$ cat src/inc/rrb_defs.vh
// Constants for the reject response builder: reason and action
// codes, Parameter word layout, F_CTL context bits, class codes.
// Assumes inclusion by bare name from the design files.
`ifndef RRB_DEFS_VH
`define RRB_DEFS_VH

// ----------------------------------------
// Parameter word layout
// ----------------------------------------
`define RRB_PRM_ACT_HI    31
`define RRB_PRM_ACT_LO    24
`define RRB_PRM_RSN_HI    23
`define RRB_PRM_RSN_LO    16
`define RRB_PRM_RSV_HI    15
`define RRB_PRM_RSV_LO    8
`define RRB_PRM_VND_HI    7
`define RRB_PRM_VND_LO    0
`define RRB_PRM_RSV_VAL   8'h00
`define RRB_VND_NONE      8'h00

// ----------------------------------------
// F_CTL context bits
// ----------------------------------------
`define RRB_FCTL_XCHG_CTX 23
`define RRB_FCTL_SEQ_CTX  22

// ----------------------------------------
// Action codes
// ----------------------------------------
`define RRB_ACT_RETRY     8'h01
`define RRB_ACT_NORETRY   8'h02

// ----------------------------------------
// Class codes
// ----------------------------------------
`define RRB_CLASS_3       2'h3

// ----------------------------------------
// Reason codes
// ----------------------------------------
`define RRB_RSN_BAD_DID   8'h01
`define RRB_RSN_BAD_SID   8'h02
`define RRB_RSN_TMP_UNAV  8'h03
`define RRB_RSN_PRM_UNAV  8'h04
`define RRB_RSN_CLASS     8'h05
`define RRB_RSN_DELIM     8'h06
`define RRB_RSN_TYPE      8'h07
`define RRB_RSN_BAD_LC    8'h08
`define RRB_RSN_BAD_RCTL  8'h09
`define RRB_RSN_BAD_FCTL  8'h0a
`define RRB_RSN_BAD_OXID  8'h0b
`define RRB_RSN_BAD_RXID  8'h0c
`define RRB_RSN_BAD_SQID  8'h0d
`define RRB_RSN_BAD_DFCTL 8'h0e
`define RRB_RSN_BAD_SQCNT 8'h0f
`define RRB_RSN_BAD_PARM  8'h10
`define RRB_RSN_XCHG_ERR  8'h11
`define RRB_RSN_PROTO     8'h12
`define RRB_RSN_LENGTH    8'h13
`define RRB_RSN_UNEXP_ACK 8'h14
`define RRB_RSN_FLOGI_CLS 8'h15
`define RRB_RSN_LOGIN     8'h16
`define RRB_RSN_EXCESS    8'h17
`define RRB_RSN_NO_XCHG   8'h18
`define RRB_RSN_NO_PATH   8'h1a
`define RRB_RSN_VENDOR    8'hff

// ----------------------------------------
// Reason attribute bits
// ----------------------------------------
`define RRB_ATTR_FAB      2
`define RRB_ATTR_PORT     1
`define RRB_ATTR_RTRY     0

// ----------------------------------------
// Outcome codes
// ----------------------------------------
`define RRB_OUT_NONE      2'h0
`define RRB_OUT_REJECT    2'h1
`define RRB_OUT_ABORT     2'h2
`define RRB_OUT_DROP      2'h3

`endif

$ cat src/logic/rrb_reject_builder.v
// Reject response builder: decides per received frame whether an
// error is answered by a Reject, triggers Abort Sequence, or is
// dropped, and builds the Reject header and Parameter word.
// Assumes a frame checker on the same clock that frames each frame
// with start/end pulses and reports errors as reason-code pulses.
`timescale 1ns/10ps
`include "rrb_defs.vh"

// Overview of operation
// Reject denies delivery; four-byte code in Parameter
// Class 2 Data error yields Reject with reason
// Fabric rejects Link_Control for six causes only
// Port rejects Link_Control only for unexpected ACK
// Other Link_Control error, valid Exchange: abort
// Link_Control error, invalid Exchange: drop silently
// Class 3 rejectable frames are dropped
// Never reject a Reject; drop it
// Swap S_ID and D_ID in Reject header
// Complement Exchange and Sequence Context bits
// Copy SEQ_ID and SEQ_CNT unchanged
// Payload of rejected frame is discarded
// Parameter: action, reason, reserved, vendor bytes
// First detected error is the reported one
// Action 01h retryable, source-limited use
// Action 02h only where sender is destination
// Reason 01h-05h legal sources, retryable
// Reasons 06h-14h legal sources, non-retryable
// Reasons 15h-18h legal sources, retryable
// 1Ah Fabric retryable; 19h, 1Bh never sent
// FFh vendor reject, detail in bits 7-0
// EOFt ends Sequence; EOFn asks receiver abort
// Reserved byte zero; vendor byte zero normally
module rrb_reject_builder (
  input  wire        clk,
  input  wire        rst_n,
  input  wire        is_fabric,
  input  wire        frm_start,
  input  wire        err_valid,
  input  wire [7:0]  err_reason,
  input  wire [7:0]  err_vendor,
  input  wire        frm_end,
  input  wire [1:0]  frm_class,
  input  wire        frm_link_ctl,
  input  wire        frm_is_ack,
  input  wire        frm_is_reject,
  input  wire        frm_xchg_valid,
  input  wire        frm_xid_assign,
  input  wire        frm_dst_fabric,
  input  wire [23:0] frm_d_id,
  input  wire [23:0] frm_s_id,
  input  wire [23:0] frm_f_ctl,
  input  wire [7:0]  frm_seq_id,
  input  wire [15:0] frm_seq_cnt,
  output reg         rjt_valid,
  output reg         rjt_fabric,
  output reg         rjt_eof_term,
  output reg  [23:0] rjt_d_id,
  output reg  [23:0] rjt_s_id,
  output reg  [23:0] rjt_f_ctl,
  output reg  [7:0]  rjt_seq_id,
  output reg  [15:0] rjt_seq_cnt,
  output reg  [31:0] rjt_param,
  output reg         abort_seq,
  output reg         frm_drop,
  output reg  [1:0]  outcome
);

  // ----------------------------------------
  // Reason code tables
  // ----------------------------------------
  // One entry per code, so each source and retry limit can be audited
  function [2:0] rsn_attr;
    input [7:0] rsn;
    begin
      case (rsn)
        `RRB_RSN_BAD_DID: begin
          rsn_attr[`RRB_ATTR_FAB]  = 1'b1;
          rsn_attr[`RRB_ATTR_PORT] = 1'b1;
          rsn_attr[`RRB_ATTR_RTRY] = 1'b1;
        end
        `RRB_RSN_BAD_SID: begin
          rsn_attr[`RRB_ATTR_FAB]  = 1'b1;
          rsn_attr[`RRB_ATTR_PORT] = 1'b1;
          rsn_attr[`RRB_ATTR_RTRY] = 1'b1;
        end
        `RRB_RSN_TMP_UNAV: begin
          rsn_attr[`RRB_ATTR_FAB]  = 1'b1;
          rsn_attr[`RRB_ATTR_PORT] = 1'b0;
          rsn_attr[`RRB_ATTR_RTRY] = 1'b1;
        end
        `RRB_RSN_PRM_UNAV: begin
          rsn_attr[`RRB_ATTR_FAB]  = 1'b1;
          rsn_attr[`RRB_ATTR_PORT] = 1'b0;
          rsn_attr[`RRB_ATTR_RTRY] = 1'b1;
        end
        `RRB_RSN_CLASS: begin
          rsn_attr[`RRB_ATTR_FAB]  = 1'b1;
          rsn_attr[`RRB_ATTR_PORT] = 1'b1;
          rsn_attr[`RRB_ATTR_RTRY] = 1'b1;
        end
        `RRB_RSN_DELIM: begin
          rsn_attr[`RRB_ATTR_FAB]  = 1'b1;
          rsn_attr[`RRB_ATTR_PORT] = 1'b1;
          rsn_attr[`RRB_ATTR_RTRY] = 1'b0;
        end
        `RRB_RSN_TYPE: begin
          rsn_attr[`RRB_ATTR_FAB]  = 1'b1;
          rsn_attr[`RRB_ATTR_PORT] = 1'b1;
          rsn_attr[`RRB_ATTR_RTRY] = 1'b0;
        end
        `RRB_RSN_BAD_LC: begin
          rsn_attr[`RRB_ATTR_FAB]  = 1'b0;
          rsn_attr[`RRB_ATTR_PORT] = 1'b1;
          rsn_attr[`RRB_ATTR_RTRY] = 1'b0;
        end
        `RRB_RSN_BAD_RCTL: begin
          rsn_attr[`RRB_ATTR_FAB]  = 1'b0;
          rsn_attr[`RRB_ATTR_PORT] = 1'b1;
          rsn_attr[`RRB_ATTR_RTRY] = 1'b0;
        end
        `RRB_RSN_BAD_FCTL: begin
          rsn_attr[`RRB_ATTR_FAB]  = 1'b0;
          rsn_attr[`RRB_ATTR_PORT] = 1'b1;
          rsn_attr[`RRB_ATTR_RTRY] = 1'b0;
        end
        `RRB_RSN_BAD_OXID: begin
          rsn_attr[`RRB_ATTR_FAB]  = 1'b0;
          rsn_attr[`RRB_ATTR_PORT] = 1'b1;
          rsn_attr[`RRB_ATTR_RTRY] = 1'b0;
        end
        `RRB_RSN_BAD_RXID: begin
          rsn_attr[`RRB_ATTR_FAB]  = 1'b0;
          rsn_attr[`RRB_ATTR_PORT] = 1'b1;
          rsn_attr[`RRB_ATTR_RTRY] = 1'b0;
        end
        `RRB_RSN_BAD_SQID: begin
          rsn_attr[`RRB_ATTR_FAB]  = 1'b0;
          rsn_attr[`RRB_ATTR_PORT] = 1'b1;
          rsn_attr[`RRB_ATTR_RTRY] = 1'b0;
        end
        `RRB_RSN_BAD_DFCTL: begin
          rsn_attr[`RRB_ATTR_FAB]  = 1'b1;
          rsn_attr[`RRB_ATTR_PORT] = 1'b0;
          rsn_attr[`RRB_ATTR_RTRY] = 1'b0;
        end
        `RRB_RSN_BAD_SQCNT: begin
          rsn_attr[`RRB_ATTR_FAB]  = 1'b0;
          rsn_attr[`RRB_ATTR_PORT] = 1'b1;
          rsn_attr[`RRB_ATTR_RTRY] = 1'b0;
        end
        `RRB_RSN_BAD_PARM: begin
          rsn_attr[`RRB_ATTR_FAB]  = 1'b0;
          rsn_attr[`RRB_ATTR_PORT] = 1'b1;
          rsn_attr[`RRB_ATTR_RTRY] = 1'b0;
        end
        `RRB_RSN_XCHG_ERR: begin
          rsn_attr[`RRB_ATTR_FAB]  = 1'b0;
          rsn_attr[`RRB_ATTR_PORT] = 1'b1;
          rsn_attr[`RRB_ATTR_RTRY] = 1'b0;
        end
        `RRB_RSN_PROTO: begin
          rsn_attr[`RRB_ATTR_FAB]  = 1'b0;
          rsn_attr[`RRB_ATTR_PORT] = 1'b1;
          rsn_attr[`RRB_ATTR_RTRY] = 1'b0;
        end
        `RRB_RSN_LENGTH: begin
          rsn_attr[`RRB_ATTR_FAB]  = 1'b1;
          rsn_attr[`RRB_ATTR_PORT] = 1'b1;
          rsn_attr[`RRB_ATTR_RTRY] = 1'b0;
        end
        `RRB_RSN_UNEXP_ACK: begin
          rsn_attr[`RRB_ATTR_FAB]  = 1'b0;
          rsn_attr[`RRB_ATTR_PORT] = 1'b1;
          rsn_attr[`RRB_ATTR_RTRY] = 1'b0;
        end
        `RRB_RSN_FLOGI_CLS: begin
          rsn_attr[`RRB_ATTR_FAB]  = 1'b1;
          rsn_attr[`RRB_ATTR_PORT] = 1'b0;
          rsn_attr[`RRB_ATTR_RTRY] = 1'b1;
        end
        `RRB_RSN_LOGIN: begin
          rsn_attr[`RRB_ATTR_FAB]  = 1'b1;
          rsn_attr[`RRB_ATTR_PORT] = 1'b1;
          rsn_attr[`RRB_ATTR_RTRY] = 1'b1;
        end
        `RRB_RSN_EXCESS: begin
          rsn_attr[`RRB_ATTR_FAB]  = 1'b0;
          rsn_attr[`RRB_ATTR_PORT] = 1'b1;
          rsn_attr[`RRB_ATTR_RTRY] = 1'b1;
        end
        `RRB_RSN_NO_XCHG: begin
          rsn_attr[`RRB_ATTR_FAB]  = 1'b0;
          rsn_attr[`RRB_ATTR_PORT] = 1'b1;
          rsn_attr[`RRB_ATTR_RTRY] = 1'b1;
        end
        `RRB_RSN_NO_PATH: begin
          rsn_attr[`RRB_ATTR_FAB]  = 1'b1;
          rsn_attr[`RRB_ATTR_PORT] = 1'b0;
          rsn_attr[`RRB_ATTR_RTRY] = 1'b1;
        end
        `RRB_RSN_VENDOR: begin
          rsn_attr[`RRB_ATTR_FAB]  = 1'b0;
          rsn_attr[`RRB_ATTR_PORT] = 1'b1;
          rsn_attr[`RRB_ATTR_RTRY] = 1'b1;
        end
        default: begin
          rsn_attr[`RRB_ATTR_FAB]  = 1'b0;
          rsn_attr[`RRB_ATTR_PORT] = 1'b0;
          rsn_attr[`RRB_ATTR_RTRY] = 1'b0;
        end
      endcase
    end
  endfunction

  // Legal for the issuing side; 19h, 1Bh and others never pass
  function rsn_legal;
    input [7:0] rsn;
    input       fab;
    reg   [2:0] attr;
    begin
      attr      = rsn_attr(rsn);
      rsn_legal = fab ? attr[`RRB_ATTR_FAB] : attr[`RRB_ATTR_PORT];
    end
  endfunction

  // Retryable reasons map to action 1, the rest to action 2
  function rsn_retry;
    input [7:0] rsn;
    reg   [2:0] attr;
    begin
      attr      = rsn_attr(rsn);
      rsn_retry = attr[`RRB_ATTR_RTRY];
    end
  endfunction

  // Link_Control causes a Fabric may reject for
  function fab_lc_cause;
    input [7:0] rsn;
    begin
      fab_lc_cause = rsn == `RRB_RSN_CLASS || rsn == `RRB_RSN_BAD_DID ||
                     rsn == `RRB_RSN_BAD_SID || rsn == `RRB_RSN_TMP_UNAV ||
                     rsn == `RRB_RSN_PRM_UNAV || rsn == `RRB_RSN_LOGIN;
    end
  endfunction

  // ----------------------------------------
  // First-error capture
  // ----------------------------------------
  reg        err_seen;
  reg [7:0]  err_rsn;
  reg [7:0]  err_vnd;
  wire       cur_err;
  wire [7:0] cur_rsn;
  wire [7:0] cur_vnd;

  // An error in the end cycle still counts when none came earlier;
  // one kept from between frames dies with the next start
  assign cur_err = (err_seen & ~frm_start) | err_valid;
  assign cur_rsn = (err_seen & ~frm_start) ? err_rsn : err_reason;
  assign cur_vnd = (err_seen & ~frm_start) ? err_vnd : err_vendor;

  always @(posedge clk) begin
    if (!rst_n) begin
      err_seen <= 1'b0;
      err_rsn  <= 8'h00;
      err_vnd  <= 8'h00;
    end else if (frm_start || frm_end) begin
      // A start in the same cycle as an error keeps that error
      err_seen <= frm_start & err_valid;
      err_rsn  <= err_reason;
      err_vnd  <= err_vendor;
    end else if (err_valid && !err_seen) begin
      err_seen <= 1'b1;
      err_rsn  <= err_reason;
      err_vnd  <= err_vendor;
    end
  end

  // ----------------------------------------
  // Decision
  // ----------------------------------------
  reg [1:0] next_outcome;
  reg [7:0] next_action;
  reg       retry;

  always @* begin
    next_outcome = `RRB_OUT_NONE;
    retry        = rsn_retry(cur_rsn);
    next_action  = retry ? `RRB_ACT_RETRY : `RRB_ACT_NORETRY;
    if (frm_end && cur_err) begin
      if (frm_class == `RRB_CLASS_3) begin
        next_outcome = `RRB_OUT_DROP;
      end else if (frm_is_reject) begin
        next_outcome = `RRB_OUT_DROP;
      end else if (!rsn_legal(cur_rsn, is_fabric)) begin
        // No legal code to report, so nothing can be sent
        next_outcome = `RRB_OUT_DROP;
      end else if (frm_link_ctl) begin
        if (is_fabric) begin
          if (fab_lc_cause(cur_rsn))
            next_outcome = `RRB_OUT_REJECT;
          else
            next_outcome = `RRB_OUT_DROP;
        end else if (frm_is_ack && cur_rsn == `RRB_RSN_UNEXP_ACK) begin
          next_outcome = `RRB_OUT_REJECT;
          next_action  = `RRB_ACT_NORETRY;
        end else if (frm_xchg_valid) begin
          next_outcome = `RRB_OUT_ABORT;
        end else begin
          next_outcome = `RRB_OUT_DROP;
        end
      end else if (is_fabric && !retry && !frm_dst_fabric) begin
        // Fabric may only give action 2 as the destination itself
        next_outcome = `RRB_OUT_DROP;
      end else begin
        next_outcome = `RRB_OUT_REJECT;
      end
    end
  end

  // ----------------------------------------
  // Reject frame build
  // ----------------------------------------
  // Header only: no payload port exists, so any Data_Field is lost
  always @(posedge clk) begin
    if (!rst_n) begin
      rjt_valid    <= 1'b0;
      rjt_fabric   <= 1'b0;
      rjt_eof_term <= 1'b0;
      rjt_d_id     <= 24'h000000;
      rjt_s_id     <= 24'h000000;
      rjt_f_ctl    <= 24'h000000;
      rjt_seq_id   <= 8'h00;
      rjt_seq_cnt  <= 16'h0000;
      rjt_param    <= 32'h00000000;
      abort_seq    <= 1'b0;
      frm_drop     <= 1'b0;
      outcome      <= `RRB_OUT_NONE;
    end else begin
      rjt_valid <= (next_outcome == `RRB_OUT_REJECT);
      abort_seq <= (next_outcome == `RRB_OUT_ABORT);
      frm_drop  <= (next_outcome == `RRB_OUT_DROP);
      if (frm_end)
        outcome <= next_outcome;
      if (next_outcome == `RRB_OUT_REJECT) begin
        rjt_fabric <= is_fabric;
        // Terminate only on an X_ID-assigning interlocked frame;
        // the unexpected-ACK reject always uses EOFn
        rjt_eof_term <= frm_xid_assign & ~frm_link_ctl;
        rjt_d_id <= frm_s_id;
        rjt_s_id <= frm_d_id;
        rjt_f_ctl <= frm_f_ctl;
        rjt_f_ctl[`RRB_FCTL_XCHG_CTX] <= ~frm_f_ctl[`RRB_FCTL_XCHG_CTX];
        rjt_f_ctl[`RRB_FCTL_SEQ_CTX] <= ~frm_f_ctl[`RRB_FCTL_SEQ_CTX];
        rjt_seq_id  <= frm_seq_id;
        rjt_seq_cnt <= frm_seq_cnt;
        rjt_param[`RRB_PRM_ACT_HI:`RRB_PRM_ACT_LO] <= next_action;
        rjt_param[`RRB_PRM_RSN_HI:`RRB_PRM_RSN_LO] <= cur_rsn;
        rjt_param[`RRB_PRM_RSV_HI:`RRB_PRM_RSV_LO] <= `RRB_PRM_RSV_VAL;
        rjt_param[`RRB_PRM_VND_HI:`RRB_PRM_VND_LO] <=
          (cur_rsn == `RRB_RSN_VENDOR) ? cur_vnd : `RRB_VND_NONE;
      end
    end
  end

endmodule
$ cat config.mk
export PLATFORM = sky130hd
export DESIGN_NAME = rrb_reject_builder
export DESIGN_NICKNAME = d
export VERILOG_FILES = /design/src/logic/rrb_reject_builder.v
export VERILOG_INCLUDE_DIRS = /design/src /design/src/inc
export SDC_FILE = /design/constraint.sdc
export NUM_CORES = 1
export LEC_CHECK = 0
export BUFFER_PORTS_ARGS = -buffer_cell sky130_fd_sc_hd__buf_2
export CORE_MARGIN = 2
export CORE_UTILIZATION = 40
export CTS_BUF_LIST = sky130_fd_sc_hd__clkbuf_2
export DETAILED_ROUTE_END_ITERATION = 16
export PLACE_DENSITY = 0.73
export SLEW_MARGIN = 30
export SYNTH_ARGS = -nofsm -noshare
export SYNTH_HDL_FRONTEND = slang
export SYNTH_SLANG_ARGS = --single-unit
$ cat constraint.sdc
create_clock -name clk -period 7.4 [get_ports clk]
set_clock_uncertainty 0.05 [all_clocks]
set_input_delay 0.74 -clock clk [delete_from_list [all_inputs] [get_ports clk]]
set_output_delay 0.74 -clock clk [all_outputs]
set_load 0.02 [all_outputs]
==> out/qor.csv <==
stage,metric,value,unit
clocking,h-tree-depth,4,
synth,synth_flop_cell,dfxtp_1,
die,die_y,127.9,µm
pwr,power_density,186.0,nW/µm²
route,vias,5605,
worst_hold_path,hp-class,in2reg,
critical_path,worstReg2RegEnd,rjt_d_id[15],
critical_path,r2r_slack,2270,ps
route,routed_via_density,5.022,
route,wire_per_inst,14.65,µm
worst_hold_path,hold-path-endpoint,rjt_s_id[19],
global_route,grt_pass1_vias,5296,
pwr,cellLeakagePower,3.519,nW
critical_path,reg2regPathDepth,12,
critical_path,timing.rr.start,err_seen,
synth,synth_seq_area_share,44.97,%
worst_hold_path,holdPathStages,3,
clocking,clk_latency,720,ps
clocking,clkSinkCount,138,
worst_hold_path,hold_path.startpoint,frm_d_id[19],
route,wirelength,16.35,mm
cells_and_area,stdcell_area,7701,µm²
clocking,cts_tree,built,
sta,rsz0062_at_grt,no,
synth,yosys_warnings,0,
die,start_util,40.71,%
placed_design,hpwl,11.66,mm
die,core,15090,µm²
synth,synth_edf_count,0,
global_route,grt_pass1_wl,25.94,mm
clocking,cts_buffers,17,
pwr,worst_ir_drop_vdd,0.1146,mV
die,fp-row-count,45,
global_route,grt.overflow.total,0,
sta,slew_viol_final,0,
route,drt-pass1-iter-count,5,
global_route,grt_usage,19.94,%
run_status,status,finished clean,
sta,period_share,69.31,%
route,drt_iter0_markers,254,
critical_path,path_class,reg2reg,
critical_path,cp-end-kind,register,
sta,worstMarginPinSlew,936.4,ps
clocking,cts_resized,0,
synth,synth.distinct_cells,56,
cells_and_area,nets,1040,
sta,fin_tns_setup,0,ps
synth,async_flop_share,0,%
placed_design,postPlaceCellArea,7426,µm²
placed_design,port-buffer-count,246,
die,io_pins,261,
sta,fin_crit,5129,ps
synth,avgSynthCellArea,8.852,µm²
pwr,power.total,1.433,mW
placed_design,place_congestion,0.9378,
die,dieArea,16370,µm²
cells_and_area,fillers,1462,
global_route,antenna_found_initial,1,
global_route,grt_max_degree,99,
die,die_width,127.9,µm
critical_path,critical_path_arrival,5720,ps
route,ant_nets,0,
cells_and_area,drive_gt1_share,32.69,%
sta,setup_viol,0,
run,cap_violations,0,
route,drc_errors,0,
synth,ys_ff_latch,138,
sta,finalHoldViolCount,0,
synth,syn_area,6143,µm²
clocking,root_buffer,clkbuf_2,
cells_and_area,syn_to_final_growth,25.36,%
clocking,path_clk_slew,230,ps
cells_and_area,fin_util,51.04,%
clocking,post_cts_buffers,0,
synth,synthCells,694,
critical_path,critical_path.startpoint_type,register,
sta,fmax,0.1950,GHz
critical_path,required,7990,ps
sta,relSlewSlack,37.58,%
critical_path,worstPathMaxFanout,44,
clocking,postCtsHoldBufs,0,
clocking,clockBufferDepth,2,
-- logic make-up after synthesis --
logic type	after synthesis	synth area share [%]
other	1	0.06104
flip-flops	138	44.97
AO/OA/AOI/OAI	105	11.04
multiplexers	111	18.27
AND/OR/NAND/NOR	260	19.10
buffers and inverters	79	6.558
-- registers in the layout (all words and copies together), names as in the netlist --
| signal | flops |
|---|---|
| rjt_d_id | 24 |
| rjt_f_ctl | 24 |
| rjt_s_id | 24 |
| rjt_param | 18 |
| rjt_seq_cnt | 16 |
| err_rsn | 8 |
| err_vnd | 8 |
| rjt_seq_id | 8 |
| outcome | 2 |
| abort_seq | 1 |
| err_seen | 1 |
| frm_drop | 1 |
| rjt_eof_term | 1 |
| rjt_fabric | 1 |
| rjt_valid | 1 |
-- where the power goes --
part / internal (mW) / switching [mW] / total, mW
Clock: 0.196 / 0.304 / 0.500
Combinational: 0.0637 / 0.102 / 0.166
Sequential: 0.757 / 0.00935 / 0.767
-- worst max-delay path by stage --
stage / start / endpoint / slack (ps) / cells past startpoint
after floorplan: frm_start / rjt_param[5] / 4200 / 11
after global placement: frm_start / rjt_param[21] / 1850 / 13
after detailed placement: frm_start / rjt_d_id[20] / 1800 / 13
after CTS: err_seen / rjt_d_id[15] / 2340 / 12
after global routing: err_seen / rjt_fabric / 1870 / 12
final: err_seen / rjt_d_id[15] / 2270 / 12
-- cell type report --
class	count	area [µm²]	area share, %
well taps	188	235.2	3.054
repair buffers	256	1313	17.04
multi-input cells	490	3074	39.92
diodes	1	2.502	0.03249
flip-flops and latches	138	2763	35.87
clock inverters	15	187.7	2.437
inverters	11	41.29	0.5361
clock buffers	17	85.08	1.105
-- layout by cell type (no fill, tap or decap), types with 2 or more instances in the layout --
cell        count
nand4_1         3
conb_1         14
a41o_1          2
a21oi_1        29
o22ai_1         2
and2_1          2
mux2i_2         2
o211a_1         6
a31oi_1         9
mux2_2          3
a32o_1          3
inv_1           9
inv_6           3
nand3_1        33
clkbuf_2       17
nor3_1          2
bufinv_16       3
a311oi_1        2
buf_4          10
nand3b_1        2
nor4bb_1        5
inv_8           2
nand2_1       167
mux2i_1       106
o21ai_1         2
o21ai_0        35
dfxtp_1       138
clkinvlp_4      2
clkinv_1        3
buf_2         245
nor2_1         25
clkinv_4        3
or4_1           8
nor4b_1         3
-- synthesized netlist by cell type (3+ instances only) --
cell / instances / share of area [%]
nor2_1: 25 / 1.5
a32o_1: 3 / 0.49
buf_2: 6 / 0.49
a21oi_1: 29 / 2.4
nor4bb_1: 5 / 0.81
or4_1: 8 / 0.98
inv_1: 9 / 0.55
o21ai_0: 35 / 2.9
nand2_1: 167 / 10
a31oi_1: 9 / 0.92
nor4b_1: 3 / 0.43
nand4_1: 3 / 0.31
mux2_2: 3 / 0.55
buf_4: 22 / 2.7
o211a_1: 6 / 0.98
clkbuf_1: 37 / 2.3
nand3_1: 33 / 2.7
mux2i_1: 106 / 17
dfxtp_1: 138 / 45
-- worst max-delay path, stage by stage, from the launching register on --
cell	delay, ps
dfxtp_1	530
nand2b_1	550
buf_4	430
mux2i_2	270
nor2_1	290
a311oi_1	170
a41o_1	280
a2111o_1	390
buf_4	230
nor2_4	250
buf_4	570
buf_4	690
mux2i_1	260
-- routing by layer --
metal	wire, µm	up-vias	global-route usage, %
li1	-	2812	-
met1	7113	2540	24.69
met2	7555	230	31.99
met3	1316	23	7.095
met4	363	0	7.434
met5	0	-	0
-- per-stage QoR --
stage	hold slack (ps)	cells	setup WS, ps
after floorplan	412.7	707	4203
after global placement	385.5	1082	1850
after detailed placement	391.1	1083	1800
after CTS	87.96	1115	2337
after global routing	49.96	1115	1874
final	166.4	1116	2271
No activity file was read; power rests on OpenSTA's default activity.
